[src/sccd_pkg.sv]
// Notes on behaviour
// - two sources, selected one clocks CPU and peripherals
// - CPU clock divided by 1, 2, 8 or 16
// - divider code 00=/16, 01=/8, 10=/2, 11=/1
// - divider code resets to 00, slowest ratio
// - stop mode halts the main oscillator
// - reset or external interrupt ends stop mode
// - internal interrupt wakes stop only with subclock watch
// - idle withholds clock from CPU only
// - idle ends on reset or any interrupt
// - source select bit: 0 main, 1 subclock
// - oscillator stop bits 3 main, 2 sub, reset run
package sccd_pkg;
  // register addresses in register addressing space
  localparam logic [7:0] SCCD_ADDR_CLKDIV = 8'hD4;
  localparam logic [7:0] SCCD_ADDR_OSCSRC = 8'hFA;
  localparam logic [7:0] SCCD_ADDR_STPKEY = 8'hED;
  // divide control field positions
  localparam int SCCD_DIV_LSB = 3;
  localparam int SCCD_DIV_MSB = 4;
  localparam int SCCD_WAKE_BIT = 7;
  // oscillator control field positions
  localparam int SCCD_SRC_BIT = 0;
  localparam int SCCD_SUB_STOP_BIT = 2;
  localparam int SCCD_MAIN_STOP_BIT = 3;
  // reset values
  localparam logic [1:0] SCCD_DIV_RESET = 2'h0;
  localparam logic [7:0] SCCD_KEY_RESET = 8'h00;
  localparam logic [7:0] SCCD_READ_ZERO = 8'h00;
  // stop enable key value
  localparam logic [7:0] SCCD_STOP_KEY = 8'hA5;
  // divider codes
  localparam logic [1:0] SCCD_DIV16 = 2'h0;
  localparam logic [1:0] SCCD_DIV8 = 2'h1;
  localparam logic [1:0] SCCD_DIV2 = 2'h2;
  localparam logic [1:0] SCCD_DIV1 = 2'h3;
  // terminal counts per ratio (ratio minus one)
  localparam logic [3:0] SCCD_TC16 = 4'hF;
  localparam logic [3:0] SCCD_TC8 = 4'h7;
  localparam logic [3:0] SCCD_TC2 = 4'h1;
  localparam logic [3:0] SCCD_TC1 = 4'h0;
  localparam logic [3:0] SCCD_CNT_ONE = 4'h1;
  // power states, one-hot
  typedef enum logic [2:0] {
    SCCD_RUN = 3'h1,
    SCCD_IDLE = 3'h2,
    SCCD_STOP = 3'h4
  } sccd_state_e;
endpackage

[src/sccd_clock_ctrl.sv]
`timescale 1ns/1ps
module sccd_clock_ctrl (
  input wire logic sys_clk_in,
  input wire logic reset_n_in,
  // register access port
  input wire logic [7:0] reg_addr_in,
  input wire logic reg_wr_in,
  input wire logic reg_rd_in,
  input wire logic [7:0] reg_wdata_in,
  output logic [7:0] reg_rdata_out,
  // oscillator sources and their stop controls
  input wire logic main_osc_in,
  input wire logic sub_osc_clock_in,
  output logic main_osc_stop_out,
  output logic sub_osc_stop_out,
  // power-down requests and wake sources
  input wire logic idle_req_in,
  input wire logic stop_req_in,
  input wire logic ext_irq_in,
  input wire logic int_irq_in,
  input wire logic watch_on_sub_in,
  // clock enables and status
  output logic cpu_clk_en_out,
  output logic periph_clk_en_out,
  output logic stop_reset_out,
  output sccd_pkg::sccd_state_e power_state_out
);
  import sccd_pkg::*;

  // terminal count for a divider code
  function automatic logic [3:0] div_limit(input logic [1:0] code);
    case (code)
      SCCD_DIV16: div_limit = SCCD_TC16;
      SCCD_DIV8: div_limit = SCCD_TC8;
      SCCD_DIV2: div_limit = SCCD_TC2;
      default: div_limit = SCCD_TC1;
    endcase
  endfunction

  // synchronisers: main, sub, external irq (stage 1 then stage 2)
  logic [2:0] sync1_reg, sync1_next;
  logic [2:0] sync2_reg, sync2_next;
  // previous stage-2 oscillator levels for edge detection
  logic [1:0] osc_prev_reg, osc_prev_next;
  // software registers
  logic div_wake_reg, div_wake_next; // wake selection bit, stored only
  logic [1:0] div_code_reg, div_code_next;
  logic src_sel_reg, src_sel_next;
  logic main_stop_reg, main_stop_next;
  logic sub_stop_reg, sub_stop_next;
  logic [7:0] key_reg, key_next;
  // divider state and ratio/source in effect
  logic [3:0] cnt_reg, cnt_next;
  logic [1:0] act_div_reg, act_div_next;
  logic act_sel_reg, act_sel_next;
  sccd_state_e state_reg, state_next;
  // registered outputs
  logic [7:0] rdata_reg, rdata_next;
  logic cpu_en_reg, cpu_en_next;
  logic per_en_reg, per_en_next;
  logic srst_reg, srst_next;
  logic main_halt_reg, main_halt_next;
  // decoded ticks
  logic main_tick, sub_tick, sel_tick, wrap, ext_wake, int_wake;

  // sync and edge next values
  always_comb begin
    sync1_next = {ext_irq_in, sub_osc_clock_in, main_osc_in};
    sync2_next = sync1_reg;
    osc_prev_next = sync2_reg[1:0];
  end

  // synchroniser and edge registers
  always_ff @(posedge sys_clk_in) begin
    if (!reset_n_in) begin
      sync1_reg <= 3'h0;
      sync2_reg <= 3'h0;
      osc_prev_reg <= 2'h0;
    end else begin
      sync1_reg <= sync1_next;
      sync2_reg <= sync2_next;
      osc_prev_reg <= osc_prev_next;
    end
  end

  // rising edges of each source and of the selected one
  // source picks ticks
  assign main_tick = sync2_reg[0] & ~osc_prev_reg[0];
  assign sub_tick = sync2_reg[1] & ~osc_prev_reg[1];
  assign sel_tick = act_sel_reg ? sub_tick : main_tick;
  assign wrap = sel_tick && (cnt_reg == div_limit(act_div_reg));
  assign ext_wake = sync2_reg[2];
  assign int_wake = int_irq_in && !sub_stop_reg && watch_on_sub_in;

  // register file next values
  always_comb begin
    div_wake_next = div_wake_reg;
    div_code_next = div_code_reg;
    src_sel_next = src_sel_reg;
    main_stop_next = main_stop_reg;
    sub_stop_next = sub_stop_reg;
    key_next = key_reg;
    rdata_next = rdata_reg;
    if (reg_wr_in) begin
      case (reg_addr_in)
        SCCD_ADDR_CLKDIV: begin
          div_wake_next = reg_wdata_in[SCCD_WAKE_BIT];
          div_code_next = reg_wdata_in[SCCD_DIV_MSB:SCCD_DIV_LSB];
        end
        SCCD_ADDR_OSCSRC: begin
          src_sel_next = reg_wdata_in[SCCD_SRC_BIT];
          main_stop_next = reg_wdata_in[SCCD_MAIN_STOP_BIT];
          sub_stop_next = reg_wdata_in[SCCD_SUB_STOP_BIT];
        end
        SCCD_ADDR_STPKEY: key_next = reg_wdata_in;
        default: ; // unmapped writes ignored
      endcase
    end
    if (reg_rd_in) begin
      rdata_next = SCCD_READ_ZERO;
      case (reg_addr_in)
        SCCD_ADDR_CLKDIV: begin
          rdata_next[SCCD_WAKE_BIT] = div_wake_reg;
          rdata_next[SCCD_DIV_MSB:SCCD_DIV_LSB] = div_code_reg;
        end
        SCCD_ADDR_OSCSRC: begin
          rdata_next[SCCD_SRC_BIT] = src_sel_reg;
          rdata_next[SCCD_MAIN_STOP_BIT] = main_stop_reg;
          rdata_next[SCCD_SUB_STOP_BIT] = sub_stop_reg;
        end
        SCCD_ADDR_STPKEY: rdata_next = key_reg;
        default: ; // unmapped reads give zero
      endcase
    end
  end

  // register file storage
  always_ff @(posedge sys_clk_in) begin
    if (!reset_n_in) begin
      div_wake_reg <= 1'h0;
      div_code_reg <= SCCD_DIV_RESET;
      src_sel_reg <= 1'h0;
      main_stop_reg <= 1'h0;
      sub_stop_reg <= 1'h0;
      key_reg <= SCCD_KEY_RESET;
      rdata_reg <= SCCD_READ_ZERO;
    end else begin
      div_wake_reg <= div_wake_next;
      div_code_reg <= div_code_next;
      src_sel_reg <= src_sel_next;
      main_stop_reg <= main_stop_next;
      sub_stop_reg <= sub_stop_next;
      key_reg <= key_next;
      rdata_reg <= rdata_next;
    end
  end

  // divider and power state next values
  always_comb begin
    cnt_next = cnt_reg;
    act_div_next = act_div_reg;
    act_sel_next = act_sel_reg;
    state_next = state_reg;
    srst_next = 1'h0;
    if (sel_tick) begin
      cnt_next = wrap ? SCCD_TC1 : cnt_reg + SCCD_CNT_ONE;
    end
    if (wrap) begin
      act_div_next = div_code_reg;
      act_sel_next = src_sel_reg;
    end
    case (state_reg)
      SCCD_RUN: begin
        if (stop_req_in) begin
          if (key_reg == SCCD_STOP_KEY) state_next = SCCD_STOP;
          else srst_next = 1'h1;
        end else if (idle_req_in) begin
          state_next = SCCD_IDLE;
        end
      end
      SCCD_IDLE: if (ext_wake || int_irq_in) state_next = SCCD_RUN;
      SCCD_STOP: if (ext_wake || int_wake) state_next = SCCD_RUN;
      default: state_next = SCCD_RUN;
    endcase
    cpu_en_next = wrap && (state_reg == SCCD_RUN);
    per_en_next = sel_tick;
    main_halt_next = main_stop_reg || (state_next == SCCD_STOP);
  end

  // divider, state and output registers
  always_ff @(posedge sys_clk_in) begin
    if (!reset_n_in) begin
      cnt_reg <= SCCD_TC1;
      act_div_reg <= SCCD_DIV_RESET;
      act_sel_reg <= 1'h0;
      state_reg <= SCCD_RUN;
      cpu_en_reg <= 1'h0;
      per_en_reg <= 1'h0;
      srst_reg <= 1'h0;
      main_halt_reg <= 1'h0;
    end else begin
      cnt_reg <= cnt_next;
      act_div_reg <= act_div_next;
      act_sel_reg <= act_sel_next;
      state_reg <= state_next;
      cpu_en_reg <= cpu_en_next;
      per_en_reg <= per_en_next;
      srst_reg <= srst_next;
      main_halt_reg <= main_halt_next;
    end
  end

  // outputs straight from flip-flops
  assign reg_rdata_out = rdata_reg;
  assign main_osc_stop_out = main_halt_reg;
  assign sub_osc_stop_out = sub_stop_reg;
  assign cpu_clk_en_out = cpu_en_reg;
  assign periph_clk_en_out = per_en_reg;
  assign stop_reset_out = srst_reg;
  assign power_state_out = state_reg;
endmodule // sccd_clock_ctrl

[config.mk]
export PLATFORM = sky130hd
export DESIGN_NAME = sccd_clock_ctrl
export DESIGN_NICKNAME = d
export VERILOG_FILES = /design/src/sccd_pkg.sv /design/src/sccd_clock_ctrl.sv
export SDC_FILE = /design/constraint.sdc
export NUM_CORES = 1
export LEC_CHECK = 0
export BUFFER_PORTS_ARGS = -buffer_cell sky130_fd_sc_hd__buf_2
export CAP_MARGIN = 25
export CORE_MARGIN = 4
export CORE_UTILIZATION = 32
export CTS_CLUSTER_DIAMETER = 80
export CTS_CLUSTER_SIZE = 30
export DETAILED_ROUTE_END_ITERATION = 10
export PLACE_DENSITY_LB_ADDON = 0.08
export SLEW_MARGIN = 20
export SYNTH_ARGS = -nofsm -noshare
export SYNTH_HDL_FRONTEND = slang
export SYNTH_SLANG_ARGS = --single-unit
export TNS_END_PERCENT = 50
[constraint.sdc]
create_clock -name sys_clk_in -period 4.1 [get_ports sys_clk_in]
set_clock_uncertainty 0.15 [all_clocks]
set_input_delay 0.41 -clock sys_clk_in [delete_from_list [all_inputs] [get_ports sys_clk_in]]
set_output_delay 0.41 -clock sys_clk_in [all_outputs]
set_load 0.05 [all_outputs]
# Word level (Yosys, flattened, before mapping)
# Index checks and enable logic that the tools add are counted.
# totals
regBits,44
latchBits,0
ram_bits,0
rom_bits,0
input_bits,27
output_inout_bits,16
elab_cells,64
memories,0
# classes
addsub,1
multipliers,0
div,0
order_cmp,0
eq_ne,11
n_shift,0
muxes,17
bitwise_logic,4
reduce_logical,13
# op_table
op,n
"equality test 8 bit, second input constant",4
two-way mux 3 bit,5
one-hot mux 4 bit (3 select lines),1
one-hot mux 3 bit (3 select lines),1
one-hot mux 1 bit (2 select lines),4
"equality test 3 bit, second input constant",2
AND reduction 2 bit,3
"adder 4 x 1 -> 4 bit, second input constant",1
equality test 4 bit,1
logical AND 1 bit,4
two-way mux 4 bit,1
"equality test 3 x 1 -> 1 bit, second input constant",1
"equality test 3 x 2 -> 1 bit, second input constant",1
logical OR 1 bit,3
two-way mux 1 bit,3
one-hot mux 1 bit (3 select lines),1
AND reduction 3 bit,1
bitwise AND 1 bit,2
"equality test 2 x 1 -> 1 bit, second input constant",1
"equality test 2 bit, second input constant",1
zero test 2 bit,1
two-way mux 2 bit,1
inverter 1 bit,2
zero test 1 bit,1

# Logic depth before layout (Yosys ltp)
# logic_depth
ltp_word,8
ltp_mapped,5
mapped_depth_nobuf,4

# Worst setup path before layout
# No wires, ideal clock.
# synth_path
kind,register to register
from,"register state_reg[1], in the netlist power_state_out[1]"
to,"register state_reg[0], in the netlist power_state_out[0]"
setup_time_ns,0.131
arrival_time_ns,1.450
t_required_ns,3.819
slack_ns,2.369
stages_incl_launch_ff,4
n_path_buf,0
synth_period_minus_slack_ns,1.731
path_cell_list,dfxtp_1 or3b_2 a211oi_1 o21ai_0
# synth_via
elab_chain_cells,2
elab_cells_between_ends,4
cone_classes,eq/ne (3); mux (1)
# synth_rtl
item,line,rtl
"start, declared",sccd_clock_ctrl.sv:56,"sccd_state_e state_reg, state_next;"
"start signal, assigned",sccd_clock_ctrl.sv:205,state_reg <= state_next;
"equality test 3 bit, or another cell as far along",sccd_clock_ctrl.sv:172,case (state_reg)
one-hot mux 3 bit (3 select lines) *,sccd_clock_ctrl.sv:172,
# Every way passes the cells marked *; elsewhere a longest branch is shown, timed or not.
# A chain may end at the register's enable or synchronous reset.

# Worst setup path after layout
# layout_path
from,register act_sel_reg
to,register act_div_reg[1]
# layout_via
elab_chain_cells,2
# layout_rtl
item,line,rtl
"start, declared",sccd_clock_ctrl.sv:55,"logic act_sel_reg, act_sel_next;"
"start signal, assigned",sccd_clock_ctrl.sv:204,act_sel_reg <= act_sel_next;
two-way mux 1 bit,sccd_clock_ctrl.sv:90,assign sel_tick = act_sel_reg ? sub_tick : main_tick;
logical AND 1 bit,sccd_clock_ctrl.sv:91,assign wrap = sel_tick && (cnt_reg == div_limit(act_div_reg));
"end signal, assigned",sccd_clock_ctrl.sv:203,act_div_reg <= act_div_next;
"end, declared",sccd_clock_ctrl.sv:54,"logic [1:0] act_div_reg, act_div_next;"
# Every way passes these cells.

==> impl_metrics.toml <==
[run_status]
status = "finished clean"

[yosys]
async_reset_ff_frac = 0
synth.largest_area_cell = "dfxtp_1"
ys_seq_area_frac = 0.483
synth_ff_type = "dfxtp_1"
synth-seq-cells = 44
synth_most_common_cell = "dfxtp_1"
syn_area_mm2 = 0.00182
synthTopCellsByArea = "dfxtp_1 (48%), nand3_1 (5.8%), a21oi_1 (5.2%)"
synth_common_cells = "dfxtp_1 (44), nand2_1 (22), nand3_1 (21), a21oi_1 (19), and2_1 (12)"
synth-edff-count = 0
yosysTopAreaCellShare = 0.483
netlist_instances = 200
synth_cell_type_count = 43
synth.avg_cell_area_um2 = 9.11
yosysWarnings = 0
syn-num-nets = 228

[global_routing]
gr-total-overflow = 0
grt_pass1_wl_um = 7190
grt_pass1_vias = 1508
grt_max_degree = 28
grtUsageTotal = 0.125
gr-usage-met2 = 0.187
met1_usage = 0.171
antenna_found_initial = 0
grtUsageMet3 = 0.0415
grt.busiest_layer = "met2"

[place]
post-place-ws_ns = 2.17
dp_hpwl_um = 3010
port_buffers = 42
gp_congestion = 0.732

[routing]
routed_wl_um = 4160
avgRoutedWirePerCell_um = 13.3
drt_iter0_markers = 73
first_pass_iters = 4
post-route-drc-count = 0
ant_nets = 0
vias = 1549
via_per_inst = 4.95

[setup_path]
crit_arrival_ns = 1.75
r2r_end = "act_div_reg[1]"
cp_data_required_time_ns = 4.18
r2r-start = "act_sel_reg"
r2r_cells = 4
crit_path_start = "act_sel_reg"
critPathCaptureType = "flip-flop"
reg2reg_slack_ns = 2.42
crit_path_max_fanout = 8
critPathKind = "reg -> reg"
start_kind = "flip-flop"

[clock_tree]
root_buffer = "clkbuf_8"
clk_latency_ns = 0.29
cts_made_buffers = 5
cts_setup_buffers = 0
cts_buffer_depth = 2
cts_hold_buf = 0
htree_num_levels = 2
cts_tree = "built"
cts.sinks = 44
cts_resized = 0
clkTransAtPathRegs_ns = 0.09

[timing]
fin_tns_setup_ns = 0
worstMarginPinSlew_ns = 0.790
final-hold-violation-count = 0
finalMaxSlewViolations = 0
setup_viol = 0
fmax_mhz = 597
setup_ws_ns = 2.42
rsz0062_at_grt = "no"
slew_headroom = 0.472
fin_crit_ns = 1.68
period_share = 0.409

[hold_path]
whs_endpoint = "sync1_reg[0]"
hold_path.startpoint = "main_osc_in"
hold-path-cell-count = 2
hp-class = "in -> reg"

[layout]
syn2layout_area_growth_pct = 19.8
diodes = 0
nFillCells = 586
layout.nets = 268
post-route-util = 0.397
layout-drive-gt1-share = 0.228

[floorplan]
die_x_um = 83.5
die_h_um = 83.5
io_pins = 43
die_area_mm2 = 0.00697
core-area_mm2 = 0.00551
placementRows = 27
start_util = 0.331

[power]
ir_drop_mv = 0.149
powerDensity_mw_per_mm2 = 387
total_power_mw = 0.846
p_leak_nw = 0.858

[run]
maxCapViolCount = 0
layer usage:
layer,share of wire,up-vias
li1,-,793
met1,0.50,716
met2,0.44,35
met3,0.046,5
met4,0.012,0
met5,0,-
through the flow:
step | hold slack [ns] | instance area, um^2 | std cells
5_1_grt | 0.155 | 2180 | 313
4_1_cts | 0.154 | 2180 | 313
3_5_place_dp | 0.269 | 2060 | 305
2_1_floorplan | 0.262 | 1820 | 200
3_3_place_gp | 0.268 | 2060 | 305
6_report | 0.163 | 2180 | 313
worst max-delay path by stage:
stage	end	cells past startpoint	slack (ns)
2_1_floorplan	power_state_out[0]	3	2.37
3_3_place_gp	reg_rdata_out[0]	5	2.22
3_5_place_dp	reg_rdata_out[0]	5	2.17
4_1_cts	power_state_out[2]	4	2.40
5_1_grt	act_div_reg[1]	3	2.26
6_report	act_div_reg[1]	4	2.42
layout make-up:
type                       instances  area [um^2]  share of cell area
clock buffer                       6         82.6              0.0378
clock inverter                     2         38.8              0.0178
inverter                           6         22.5              0.0103
multi-input combinational        141          858               0.393
sequential                        44          881               0.403
tap                               72         90.1              0.0413
timing repair buffer              42          210              0.0963
logic make-up after synthesis:
group,after synthesis,synth area share
AO/OA/AOI/OAI,41,0.139
XOR/XNOR,2,0.00961
adder cells (fa/ha/maj),1,0.00686
buffers and inverters,15,0.0460
flip-flops,44,0.483
multiplexers,6,0.0329
AND/OR/NAND/NOR,91,0.282
power breakdown:
group          switching, mW  internal (mW)  total [mW]
clock                  0.152          0.199       0.351
combinational         0.0369         0.0197      0.0566
sequential           0.00385          0.434       0.438
critical path, cell delays in order, from the launching register on:
cell,delay (ns)
dfxtp_1,0.33
or3b_1,0.45
nand2_2,0.15
o221a_2,0.32
mux2i_1,0.20
layout by cell type (no fill, tap or decap), types with 2 or more instances in the layout:
cell / count
nand2_1: 22
nor4bb_1: 2
nand3_1: 21
buf_2: 42
and4b_1: 2
xnor2_1: 2
o21ai_0: 3
nor2_1: 7
a22oi_1: 5
nor3_1: 3
and2_1: 12
mux2i_1: 6
dfxtp_1: 44
nand2b_1: 5
a21oi_1: 19
inv_1: 6
or3b_1: 2
clkbuf_8: 6
nor3b_1: 2
a211oi_1: 3
a21boi_0: 2
o22ai_1: 4
No activity file was read; power rests on OpenSTA's default activity.
